<file path="src/mrs_pkg.sv">
// Constants, register map and state type of the chip reset sequencer.
// Assumes a single 50 MHz clock and a synchronous active-low block reset.
// Overview of operation
// - The core is held in reset for as long as the chip reset pin is seen low.
// - On release the program counter is loaded with the reset vector and fetch starts there.
// - In boot mode the loaded vector is the boot program start address.
// - Outside boot mode the program counter holds zero after reset exit.
// - The status word reads zero after reset except its three backup bits, which keep old values.
// - The condition bit register, flag included, is cleared after reset exit.
// - RAM is undefined after power-on but kept across a reset while the backup supply is good.
// - Every pin that is an input at reset is high impedance during and after reset.
// - In single-chip mode multiplexed pins are port inputs, high impedance in and after reset.
// - In extension mode address and data pins float in reset; after reset exit each group is driven while the core enables it.
// - The CAN receive pin is input only and never driven.
// - The test pins are reset only by the test reset pin and float while it is low.
// - Port input buffers stay disabled until software sets the port input enable bit.
package mrs_pkg;
  localparam int ADDR_W = 8;
  localparam int DATA_W = 32;
  localparam int ADDR_PINS = 19;
  localparam int DBUS_PINS = 16;

  localparam logic [31:0] BOOT_VECTOR = 32'h8000_0000;
  localparam logic [31:0] PLAIN_VECTOR = 32'h0000_0000;
  localparam logic [31:0] PSW_RESET = 32'h0000_0000;
  localparam logic [31:0] PSW_KEEP_MASK = 32'h0000_C100;
  localparam logic [31:0] CBR_RESET = 32'h0000_0000;
  localparam logic [31:0] ZERO_WORD = 32'h0000_0000;

  // Register offsets
  localparam logic [ADDR_W-1:0] REG_CTRL = 8'h00;
  localparam logic [ADDR_W-1:0] REG_STATUS = 8'h04;
  localparam logic [ADDR_W-1:0] REG_VECTOR = 8'h08;
  localparam logic [ADDR_W-1:0] REG_PSW = 8'h0C;

  // Field positions
  localparam int CTRL_PORT_IN_EN = 0;
  localparam int STAT_IN_RESET = 0;
  localparam int STAT_BOOT = 1;
  localparam int STAT_EXT = 2;
  localparam int STAT_RAM_VALID = 3;
  localparam int STAT_PLL_WAIT = 4;

  typedef enum logic [1:0] {
    ST_POWER,
    ST_HOLD,
    ST_LOAD,
    ST_RUN
  } mrs_state_type;
endpackage : mrs_pkg

</file>
<file path="src/mrs_pin_ctrl.sv">
// Per-pin drive and input gating for one group of multiplexed pins.
// Assumes drive_en and in_en are registered controls from the sequencer.
`timescale 1ns/10ps
module mrs_pin_ctrl
  import mrs_pkg::*;
#(
  parameter int W = 8
) (
  // Clock and reset
  input wire logic ref_clk,
  input wire logic resetn,
  // Controls
  input wire logic drive_en,
  input wire logic in_en,
  // Core side
  input wire logic [W-1:0] core_out,
  input wire logic [W-1:0] core_oe,
  output logic [W-1:0] core_in_q,
  // Pin side
  input wire logic [W-1:0] pin_in,
  output logic [W-1:0] pin_out_q,
  output logic [W-1:0] pin_oe_q
);
  genvar i;
  generate
    for (i = 0; i < W; i++) begin : g_pin
      wire drive_w = drive_en & core_oe[i];
      // Gated input keeps a floating pin from reaching the core
      wire in_w = in_en & pin_in[i];
      always_ff @(posedge ref_clk) begin
        if (!resetn) begin
          pin_oe_q[i] <= 1'b0;
          pin_out_q[i] <= 1'b0;
          core_in_q[i] <= 1'b0;
        end else begin
          pin_oe_q[i] <= drive_w;
          pin_out_q[i] <= core_out[i];
          core_in_q[i] <= in_w;
        end
      end
    end
  endgenerate
endmodule : mrs_pin_ctrl

</file>
<file path="src/mrs_reset_seq.sv">
// Chip reset sequencer: holds the core in reset, loads the reset vector,
// presets processor control registers and controls pin states around reset.
// Assumes mode straps are stable while the reset pin is low and that the
// outside keeps the pin low until the clock multiplier is locked.
`timescale 1ns/10ps
module mrs_reset_seq
  import mrs_pkg::*;
(
  // Clock and block reset
  input wire logic ref_clk,
  input wire logic resetn,
  // Reset pin, clock lock, mode straps, supply
  input wire logic reset_pin_n,
  input wire logic pll_locked,
  input wire logic boot_mode_pin,
  input wire logic ext_mode_pin,
  input wire logic backup_supply_ok,
  // Register port
  input wire logic [ADDR_W-1:0] reg_addr,
  input wire logic [DATA_W-1:0] reg_wdata,
  input wire logic reg_wr,
  input wire logic reg_rd,
  output logic [DATA_W-1:0] reg_rdata_q,
  // Core control
  output logic cpu_reset_n_q,
  output logic pc_load_q,
  output logic [31:0] pc_value_q,
  output logic fetch_start_q,
  output logic [31:0] psw_init_q,
  output logic [31:0] psw_keep_q,
  output logic [31:0] cbr_init_q,
  output logic ram_valid_q,
  input wire logic [31:0] psw_now,
  // Address pins
  input wire logic [ADDR_PINS-1:0] cpu_addr_out,
  input wire logic cpu_addr_oe,
  input wire logic [ADDR_PINS-1:0] addr_pin_in,
  output logic [ADDR_PINS-1:0] addr_pin_out_q,
  output logic [ADDR_PINS-1:0] addr_pin_oe_q,
  output logic [ADDR_PINS-1:0] addr_port_in_q,
  // Data bus pins
  input wire logic [DBUS_PINS-1:0] cpu_data_out,
  input wire logic cpu_data_oe,
  input wire logic [DBUS_PINS-1:0] data_pin_in,
  output logic [DBUS_PINS-1:0] data_pin_out_q,
  output logic [DBUS_PINS-1:0] data_pin_oe_q,
  output logic [DBUS_PINS-1:0] data_port_in_q,
  // CAN receive pin
  input wire logic can_receive_pin,
  output logic can_rx_q,
  output logic can_rx_oe_q,
  // Test port pins
  input wire logic test_reset_pin_n,
  input wire logic tap_tdo,
  input wire logic tap_tdo_en,
  output logic test_tdo_q,
  output logic test_tdo_oe_q,
  // Port input enable
  output logic port_in_en_q
);
  mrs_state_type state_q;
  mrs_state_type state_d;
  logic pin_sync;
  logic boot_q;
  logic ext_q;
  logic run_q;
  logic addr_drive_q;
  logic data_drive_q;

  mrs_sync u_sync (
    .ref_clk(ref_clk),
    .resetn(resetn),
    .pin_n(reset_pin_n),
    .pin_sync_q(pin_sync)
  );

  // Sequencer. Power-on waits for lock as a safety net in case the pin
  // is released early; a short pin pulse still gives a full reset.
  always_comb begin
    state_d = state_q;
    case (state_q)
      ST_POWER: begin
        if (pin_sync && pll_locked) begin
          state_d = ST_LOAD;
        end
      end
      ST_HOLD: begin
        if (pin_sync) begin
          state_d = ST_LOAD;
        end
      end
      ST_LOAD: begin
        state_d = pin_sync ? ST_RUN : ST_HOLD;
      end
      ST_RUN: begin
        if (!pin_sync) begin
          state_d = ST_HOLD;
        end
      end
      default: begin
        state_d = ST_POWER;
      end
    endcase
  end

  wire hold_w = (state_d == ST_POWER) || (state_d == ST_HOLD);
  wire load_w = (state_d == ST_LOAD);
  wire run_w = (state_d == ST_RUN);
  wire [31:0] vector_w = boot_q ? BOOT_VECTOR : PLAIN_VECTOR;
  wire strap_w = (state_q == ST_POWER) || (state_q == ST_HOLD);
  // Backup bits keep whatever the core held; everything else is cleared
  wire [31:0] psw_w = (psw_now & PSW_KEEP_MASK) | (PSW_RESET & ~PSW_KEEP_MASK);
  wire ram_lost_w = !backup_supply_ok && hold_w;
  wire addr_drive_w = run_w && ext_q && cpu_addr_oe;
  wire data_drive_w = run_w && ext_q && cpu_data_oe;

  always_ff @(posedge ref_clk) begin
    if (!resetn) begin
      state_q <= ST_POWER;
      cpu_reset_n_q <= 1'b0;
      pc_load_q <= 1'b0;
      fetch_start_q <= 1'b0;
      run_q <= 1'b0;
    end else begin
      state_q <= state_d;
      cpu_reset_n_q <= !hold_w;
      pc_load_q <= load_w;
      fetch_start_q <= pc_load_q && run_w;
      run_q <= run_w;
    end
  end

  // Straps are caught while the pin holds the device in reset
  always_ff @(posedge ref_clk) begin
    if (!resetn) begin
      boot_q <= 1'b0;
      ext_q <= 1'b0;
    end else if (strap_w) begin
      boot_q <= boot_mode_pin;
      ext_q <= ext_mode_pin;
    end
  end

  always_ff @(posedge ref_clk) begin
    if (!resetn) begin
      pc_value_q <= PLAIN_VECTOR;
      psw_init_q <= PSW_RESET;
      psw_keep_q <= PSW_KEEP_MASK;
      cbr_init_q <= CBR_RESET;
    end else if (load_w) begin
      pc_value_q <= vector_w;
      psw_init_q <= psw_w;
      psw_keep_q <= PSW_KEEP_MASK;
      cbr_init_q <= CBR_RESET;
    end
  end

  // Power-on loses RAM; a pin reset keeps it while the backup supply holds
  always_ff @(posedge ref_clk) begin
    if (!resetn) begin
      ram_valid_q <= 1'b0;
    end else if (ram_lost_w) begin
      ram_valid_q <= 1'b0;
    end else if (run_w) begin
      ram_valid_q <= 1'b1;
    end
  end

  // Pin drive is allowed only after reset exit and only in extension mode
  always_ff @(posedge ref_clk) begin
    if (!resetn) begin
      addr_drive_q <= 1'b0;
      data_drive_q <= 1'b0;
    end else begin
      addr_drive_q <= addr_drive_w;
      data_drive_q <= data_drive_w;
    end
  end

  mrs_pin_ctrl #(
    .W(ADDR_PINS)
  ) u_addr_pins (
    .ref_clk(ref_clk),
    .resetn(resetn),
    .drive_en(addr_drive_q),
    .in_en(port_in_en_q),
    .core_out(cpu_addr_out),
    .core_oe({ADDR_PINS{1'b1}}),
    .core_in_q(addr_port_in_q),
    .pin_in(addr_pin_in),
    .pin_out_q(addr_pin_out_q),
    .pin_oe_q(addr_pin_oe_q)
  );

  mrs_pin_ctrl #(
    .W(DBUS_PINS)
  ) u_data_pins (
    .ref_clk(ref_clk),
    .resetn(resetn),
    .drive_en(data_drive_q),
    .in_en(port_in_en_q),
    .core_out(cpu_data_out),
    .core_oe({DBUS_PINS{1'b1}}),
    .core_in_q(data_port_in_q),
    .pin_in(data_pin_in),
    .pin_out_q(data_pin_out_q),
    .pin_oe_q(data_pin_oe_q)
  );

  // CAN receive is input only; its enable never rises
  always_ff @(posedge ref_clk) begin
    if (!resetn) begin
      can_rx_q <= 1'b0;
      can_rx_oe_q <= 1'b0;
    end else begin
      can_rx_q <= can_receive_pin & port_in_en_q;
      can_rx_oe_q <= 1'b0;
    end
  end

  // Test pins ignore the chip reset; only the test reset floats them
  always_ff @(posedge ref_clk) begin
    if (!resetn) begin
      test_tdo_q <= 1'b0;
      test_tdo_oe_q <= 1'b0;
    end else begin
      test_tdo_q <= tap_tdo;
      test_tdo_oe_q <= test_reset_pin_n && tap_tdo_en;
    end
  end

  // Register port
  wire sel_ctrl = (reg_addr == REG_CTRL);
  wire sel_status = (reg_addr == REG_STATUS);
  wire sel_vector = (reg_addr == REG_VECTOR);
  wire sel_psw = (reg_addr == REG_PSW);
  wire ctrl_wr = reg_wr && sel_ctrl;
  wire [31:0] status_w = {27'h000_0000, (state_q == ST_POWER), ram_valid_q, ext_q, boot_q,
    !cpu_reset_n_q};
  wire [31:0] ctrl_w = {31'h0000_0000, port_in_en_q};
  wire [31:0] rdata_w = sel_ctrl ? ctrl_w :
    sel_status ? status_w :
    sel_vector ? pc_value_q :
    sel_psw ? psw_init_q : ZERO_WORD;

  // Enable is cleared by every chip reset so inputs start disabled
  always_ff @(posedge ref_clk) begin
    if (!resetn) begin
      port_in_en_q <= 1'b0;
    end else if (hold_w) begin
      port_in_en_q <= 1'b0;
    end else if (ctrl_wr) begin
      port_in_en_q <= reg_wdata[CTRL_PORT_IN_EN];
    end
  end

  always_ff @(posedge ref_clk) begin
    if (!resetn) begin
      reg_rdata_q <= ZERO_WORD;
    end else if (reg_rd) begin
      reg_rdata_q <= rdata_w;
    end else begin
      reg_rdata_q <= ZERO_WORD;
    end
  end

  hold_reset_a: assert property (@(posedge ref_clk) disable iff (!resetn)
    !pin_sync |=> !cpu_reset_n_q)
    else $error("core left out of reset while pin low");

  load_then_fetch_a: assert property (@(posedge ref_clk) disable iff (!resetn)
    pc_load_q && pin_sync |=> fetch_start_q && !pc_load_q && cpu_reset_n_q)
    else $error("fetch did not follow vector load");

  boot_vector_a: assert property (@(posedge ref_clk) disable iff (!resetn)
    pc_load_q && boot_q |-> pc_value_q == BOOT_VECTOR)
    else $error("boot vector wrong");

  plain_vector_a: assert property (@(posedge ref_clk) disable iff (!resetn)
    pc_load_q && !boot_q |-> pc_value_q == PLAIN_VECTOR)
    else $error("plain vector not zero");

  psw_clear_a: assert property (@(posedge ref_clk) disable iff (!resetn)
    $rose(pc_load_q) |-> (psw_init_q & ~psw_keep_q) == PSW_RESET &&
      psw_keep_q == PSW_KEEP_MASK)
    else $error("status word not cleared");

  cbr_clear_a: assert property (@(posedge ref_clk) disable iff (!resetn)
    pc_load_q |-> cbr_init_q == CBR_RESET)
    else $error("condition register not cleared");

  ram_lost_a: assert property (@(posedge ref_clk) disable iff (!resetn)
    !backup_supply_ok && !pin_sync |=> ##1 !ram_valid_q)
    else $error("RAM kept without backup supply");

  addr_float_a: assert property (@(posedge ref_clk) disable iff (!resetn)
    !cpu_reset_n_q |=> ##1 addr_pin_oe_q == '0)
    else $error("address pins driven in reset");

  data_float_a: assert property (@(posedge ref_clk) disable iff (!resetn)
    !cpu_reset_n_q |=> ##1 data_pin_oe_q == '0)
    else $error("data pins driven in reset");

  single_chip_a: assert property (@(posedge ref_clk) disable iff (!resetn)
    !ext_q [*3] |-> addr_pin_oe_q == '0 && data_pin_oe_q == '0)
    else $error("pin driven in single-chip mode");

  can_input_a: assert property (@(posedge ref_clk) disable iff (!resetn)
    !can_rx_oe_q)
    else $error("CAN receive pin driven");

  test_float_a: assert property (@(posedge ref_clk) disable iff (!resetn)
    !test_reset_pin_n |=> !test_tdo_oe_q)
    else $error("test pin driven in test reset");

  port_gate_a: assert property (@(posedge ref_clk) disable iff (!resetn)
    !port_in_en_q |=> addr_port_in_q == '0 && data_port_in_q == '0)
    else $error("port input passed while disabled");

  fetch_run_a: assert property (@(posedge ref_clk) disable iff (!resetn)
    fetch_start_q |-> run_q && cpu_reset_n_q)
    else $error("fetch started outside run");

  hold_release_a: assert property (@(posedge ref_clk) disable iff (!resetn)
    state_q == ST_HOLD && pin_sync |=> cpu_reset_n_q && pc_load_q)
    else $error("pin release did not load the vector");

  rise_load_a: assert property (@(posedge ref_clk) disable iff (!resetn)
    $rose(cpu_reset_n_q) |-> pc_load_q)
    else $error("core and vector load left reset apart");

  vector_keep_a: assert property (@(posedge ref_clk) disable iff (!resetn)
    run_q && $past(run_q) |-> $stable(pc_value_q))
    else $error("vector changed while running");

  drive_gate_a: assert property (@(posedge ref_clk) disable iff (!resetn)
    !ext_q |-> !addr_drive_q && !data_drive_q)
    else $error("pin drive armed in single-chip mode");

  port_clear_a: assert property (@(posedge ref_clk) disable iff (!resetn)
    !cpu_reset_n_q |-> !port_in_en_q)
    else $error("port input enabled in reset");

  test_follow_a: assert property (@(posedge ref_clk) disable iff (!resetn)
    test_reset_pin_n && tap_tdo_en |=> test_tdo_oe_q)
    else $error("test pin enable lost outside test reset");
endmodule : mrs_reset_seq

</file>
<file path="src/mrs_sync.sv">
// Two-stage synchroniser for the chip reset pin.
// Assumes the pin is asynchronous to ref_clk; output is low while held in block reset.
`timescale 1ns/10ps
module mrs_sync
  import mrs_pkg::*;
(
  // Clock and reset
  input wire logic ref_clk,
  input wire logic resetn,
  // Pin and result
  input wire logic pin_n,
  output logic pin_sync_q
);
  logic meta_q;

  always_ff @(posedge ref_clk) begin
    if (!resetn) begin
      meta_q <= 1'b0;
      pin_sync_q <= 1'b0;
    end else begin
      meta_q <= pin_n;
      pin_sync_q <= meta_q;
    end
  end

  sync_low_a: assert property (@(posedge ref_clk) disable iff (!resetn)
    !pin_n [*2] |=> !pin_sync_q)
    else $error("reset pin low not passed through in two cycles");
endmodule : mrs_sync
</file>
<file path="config.mk">
export PLATFORM = sky130hd
export DESIGN_NAME = mrs_reset_seq
export DESIGN_NICKNAME = d
export VERILOG_FILES = /design/src/mrs_pkg.sv /design/src/mrs_pin_ctrl.sv /design/src/mrs_reset_seq.sv /design/src/mrs_sync.sv
export SDC_FILE = /design/constraint.sdc
export NUM_CORES = 1
export LEC_CHECK = 0
export BUFFER_PORTS_ARGS = -buffer_cell sky130_fd_sc_hd__buf_2
export CAP_MARGIN = 15
export CORE_AREA = 2 2 169 171
export CTS_CLUSTER_DIAMETER = 50
export DETAILED_ROUTE_END_ITERATION = 10
export DIE_AREA = 0 0 171 173
export SLEW_MARGIN = 20
export SYNTH_ARGS = -nofsm -noshare
export SYNTH_HDL_FRONTEND = slang
export SYNTH_HIERARCHICAL = 1
export SYNTH_SLANG_ARGS = --single-unit
</file>
<file path="constraint.sdc">
create_clock -name ref_clk -period 1.6 [get_ports ref_clk]
set_input_delay 0.24 -clock ref_clk [delete_from_list [all_inputs] [get_ports ref_clk]]
set_output_delay 0.24 -clock ref_clk [all_outputs]
set_load 0.1 [all_outputs]
</file>
==> impl_metrics.ini <==
[synth]
synthAdderAreaFrac = 0
synth_seq_area_share = 0.538
synth_cells = 468
synth.top_cell.area_share = 0.538
ys.flop_type = dfxtp_1
async_reset_ff_frac = 0
synth_compound_area_frac = 0.0191
ys.warnings.count = 6
synth_largest_area_cell = dfxtp_1
synth_commonest_cells = 148 x buf_4, 134 x dfxtp_1, 68 x and3_1
synth_top_family_by_area = buffers and inverters
synth.cell_area_sq_um = 4990
synth_xor_area_frac = 0
synthMuxAreaShare = 0.00602
synthSimpleGateAreaFrac = 0.183
avgSynthCellArea_sq_um = 10.7
synth.distinct_cells = 31
synth_area_leaders = dfxtp_1 54%, buf_4 22%, and3_1 8.5%, and2_1 4.8%, buf_6 1.6%
yosysMostFrequentCell = buf_4
synth-edff-count = 0
synth-seq-cells = 134

[floorplanning]
dieHeight_microns = 173
pin_count = 431
die_w_microns = 171
initial_core_util = 0.181
core_sq_um = 27600
dieArea_sq_um = 29600
num_rows = 61

[route]
first_iter_violations = 183
route.detailed.drc = 0
routed_wl_microns = 11600
drt_first_pass_iters = 4
num_vias = 3555
wire_per_inst_microns = 10.3
drtAntennaViolNets = 0
avgViaCountPerCell = 3.15

[critical_path]
max_stage_delay_ns = 0.44
worst-path-buf-inv = 1
crit_slowest_cell = buf_2
crit_chain = buf_2
required_ns = 1.36
cp-start-kind = flip-flop
crit_fanout = 3
path_class = flip-flop to primary output
crit_family = buffers and inverters
cp.arrival_ns = 1.21
end_kind = primary output

[hold_path]
hold_class = input port to flip-flop

[timing]
hold_viol = 0
skew_ns = 0.00818
setup_viol = 0
slew_headroom = 0.645
fmaxAchievable_mhz = 690
fin_crit_sh = 0.905
slew_viol_final = 0
fin_crit_ns = 1.45
worst_pin_slew_ns = 0.536
rsz0062_at_grt = no
fin_hold_ws_ns = 0.0347

[final_layout]
final_nets = 895
utilization = 0.246
syn_to_final_growth_pct = 36.4
antennaDiodeCount = 0
drive_gt1_frac = 0.361

[clocking]
clockBufferDepth = 2
holdBufCountCts = 8
post_cts_buffers = 0
cts_tree = yes
clkSlewWorstSetupHoldPaths_ns = 0.06
cts_num_sinks = 134
numCtsBuffers = 17
root_buffer = clkbuf_16
cts-htree-levels = 4
clk_latency_ns = 0.41
cts_resized = 0

[power_and_ir_drop]
total_power_mw = 9.79
leakage_nw = 3.76
irDropWorstVdd_uv = 572
p_per_area_nw_per_um2 = 1440

[placement]
place.gp.congestion = 0.743
numPortBuffers = 222
dp_hpwl_microns = 8530

[grt]
gr-total-overflow = 0
grt_usage = 0.0733
grt_antenna_before_repair = 0
grt_pass1_vias = 3155
grt_pass1_wl_microns = 16300
grt_max_degree = 69

[run_status]
status = finished, final reports clean

[job]
drv_cap = 0
[state kept, by name (all words and copies together) (netlist names), 2 cells and up]
name                   cells
u_addr_pins/pin_oe_q      19
u_data_pins/pin_out_q     16
reg_rdata_q                9
u_addr_pins/core_in_q     19
u_data_pins/core_in_q     16
state_q                    2
u_data_pins/pin_oe_q      16
psw_init_q                 3
u_addr_pins/pin_out_q     19
[power by group]
| part | internal, mW | total, mW | leakage (nW) | switching [mW] |
|---|---|---|---|---|
| Combinational | 0.173 | 2.20 | 2.36 | 2.02 |
| Sequential | 3.39 | 3.41 | 1.09 | 0.0194 |
| Clock | 2.62 | 4.18 | 0.306 | 1.56 |
| Total | 6.19 | 9.79 | 3.76 | 3.60 |
[through the flow]
stage               std cells  setup TNS, ns  cell area (sq um)  setup WS [ns]
global placement         1089         -0.265               6100        -0.0687
finish                   1128              0               6810          0.152
global route             1128              0               6810         0.0809
detailed placement       1089         -0.271               6100        -0.0838
floorplan                 649              0               5670         0.0836
CTS                      1128              0               6810          0.123
[cell families after synthesis]
logic type,count (synthesis)
and+or+nand+nor,142
muxes,3
buffers and inverters,171
AOI/OAI and AO/OA,16
DFF,134
other,2
[placed cells by master, fill, tap and decap left out, drive strengths merged, types with 6 or more instances in the layout]
master	Yosys	layout
buf	162	228
conb	2	183
dfxtp	134	134
and3	72	72
and2	38	38
clkbuf	4	17
dlygate4sd3	0	8
inv	5	8
o21ai	7	7
clkinv	0	6
[final cells by class]
type	instances	area (sq um)
clock buffer	17	425
clock inverter	14	201
fill	2972	20800
inverter	5	18.8
multi-input combinational	344	1730
sequential	134	2680
tap	378	473
timing repair buffer	236	1280
[worst reg2reg max path, delay by kind of cell, from the launching register on]
family,cells,cell delay [ns]
simple gates,1,0.19
flops,1,0.64
compound gates,1,0.33
[worst paths after layout]
kind | from | endpoint | slack (ns) | cells past startpoint
max | pc_value_q[31] | pc_value_q[31] | 0.15 | 1
min | cpu_data_out[6] | u_data_pins/pin_out_q[6] | 0.03 | 2
max reg2reg | state_q[1] | pc_load_q | 0.36 | 2
min reg2reg | u_sync/meta_q | u_sync/pin_sync_q | 0.43 | 1
[routing by layer]
metal | global-route usage | vias to the layer above | routed length (microns) | part of all wire
li1 | - | 1731 | - | -
met1 | 0.0773 | 1545 | 4530 | 0.39
met2 | 0.124 | 269 | 5320 | 0.46
met3 | 0.0266 | 10 | 1480 | 0.13
met4 | 0.0438 | 0 | 286 | 0.025
met5 | 0 | - | 0 | 0
(Power assumes the default switching activity.)
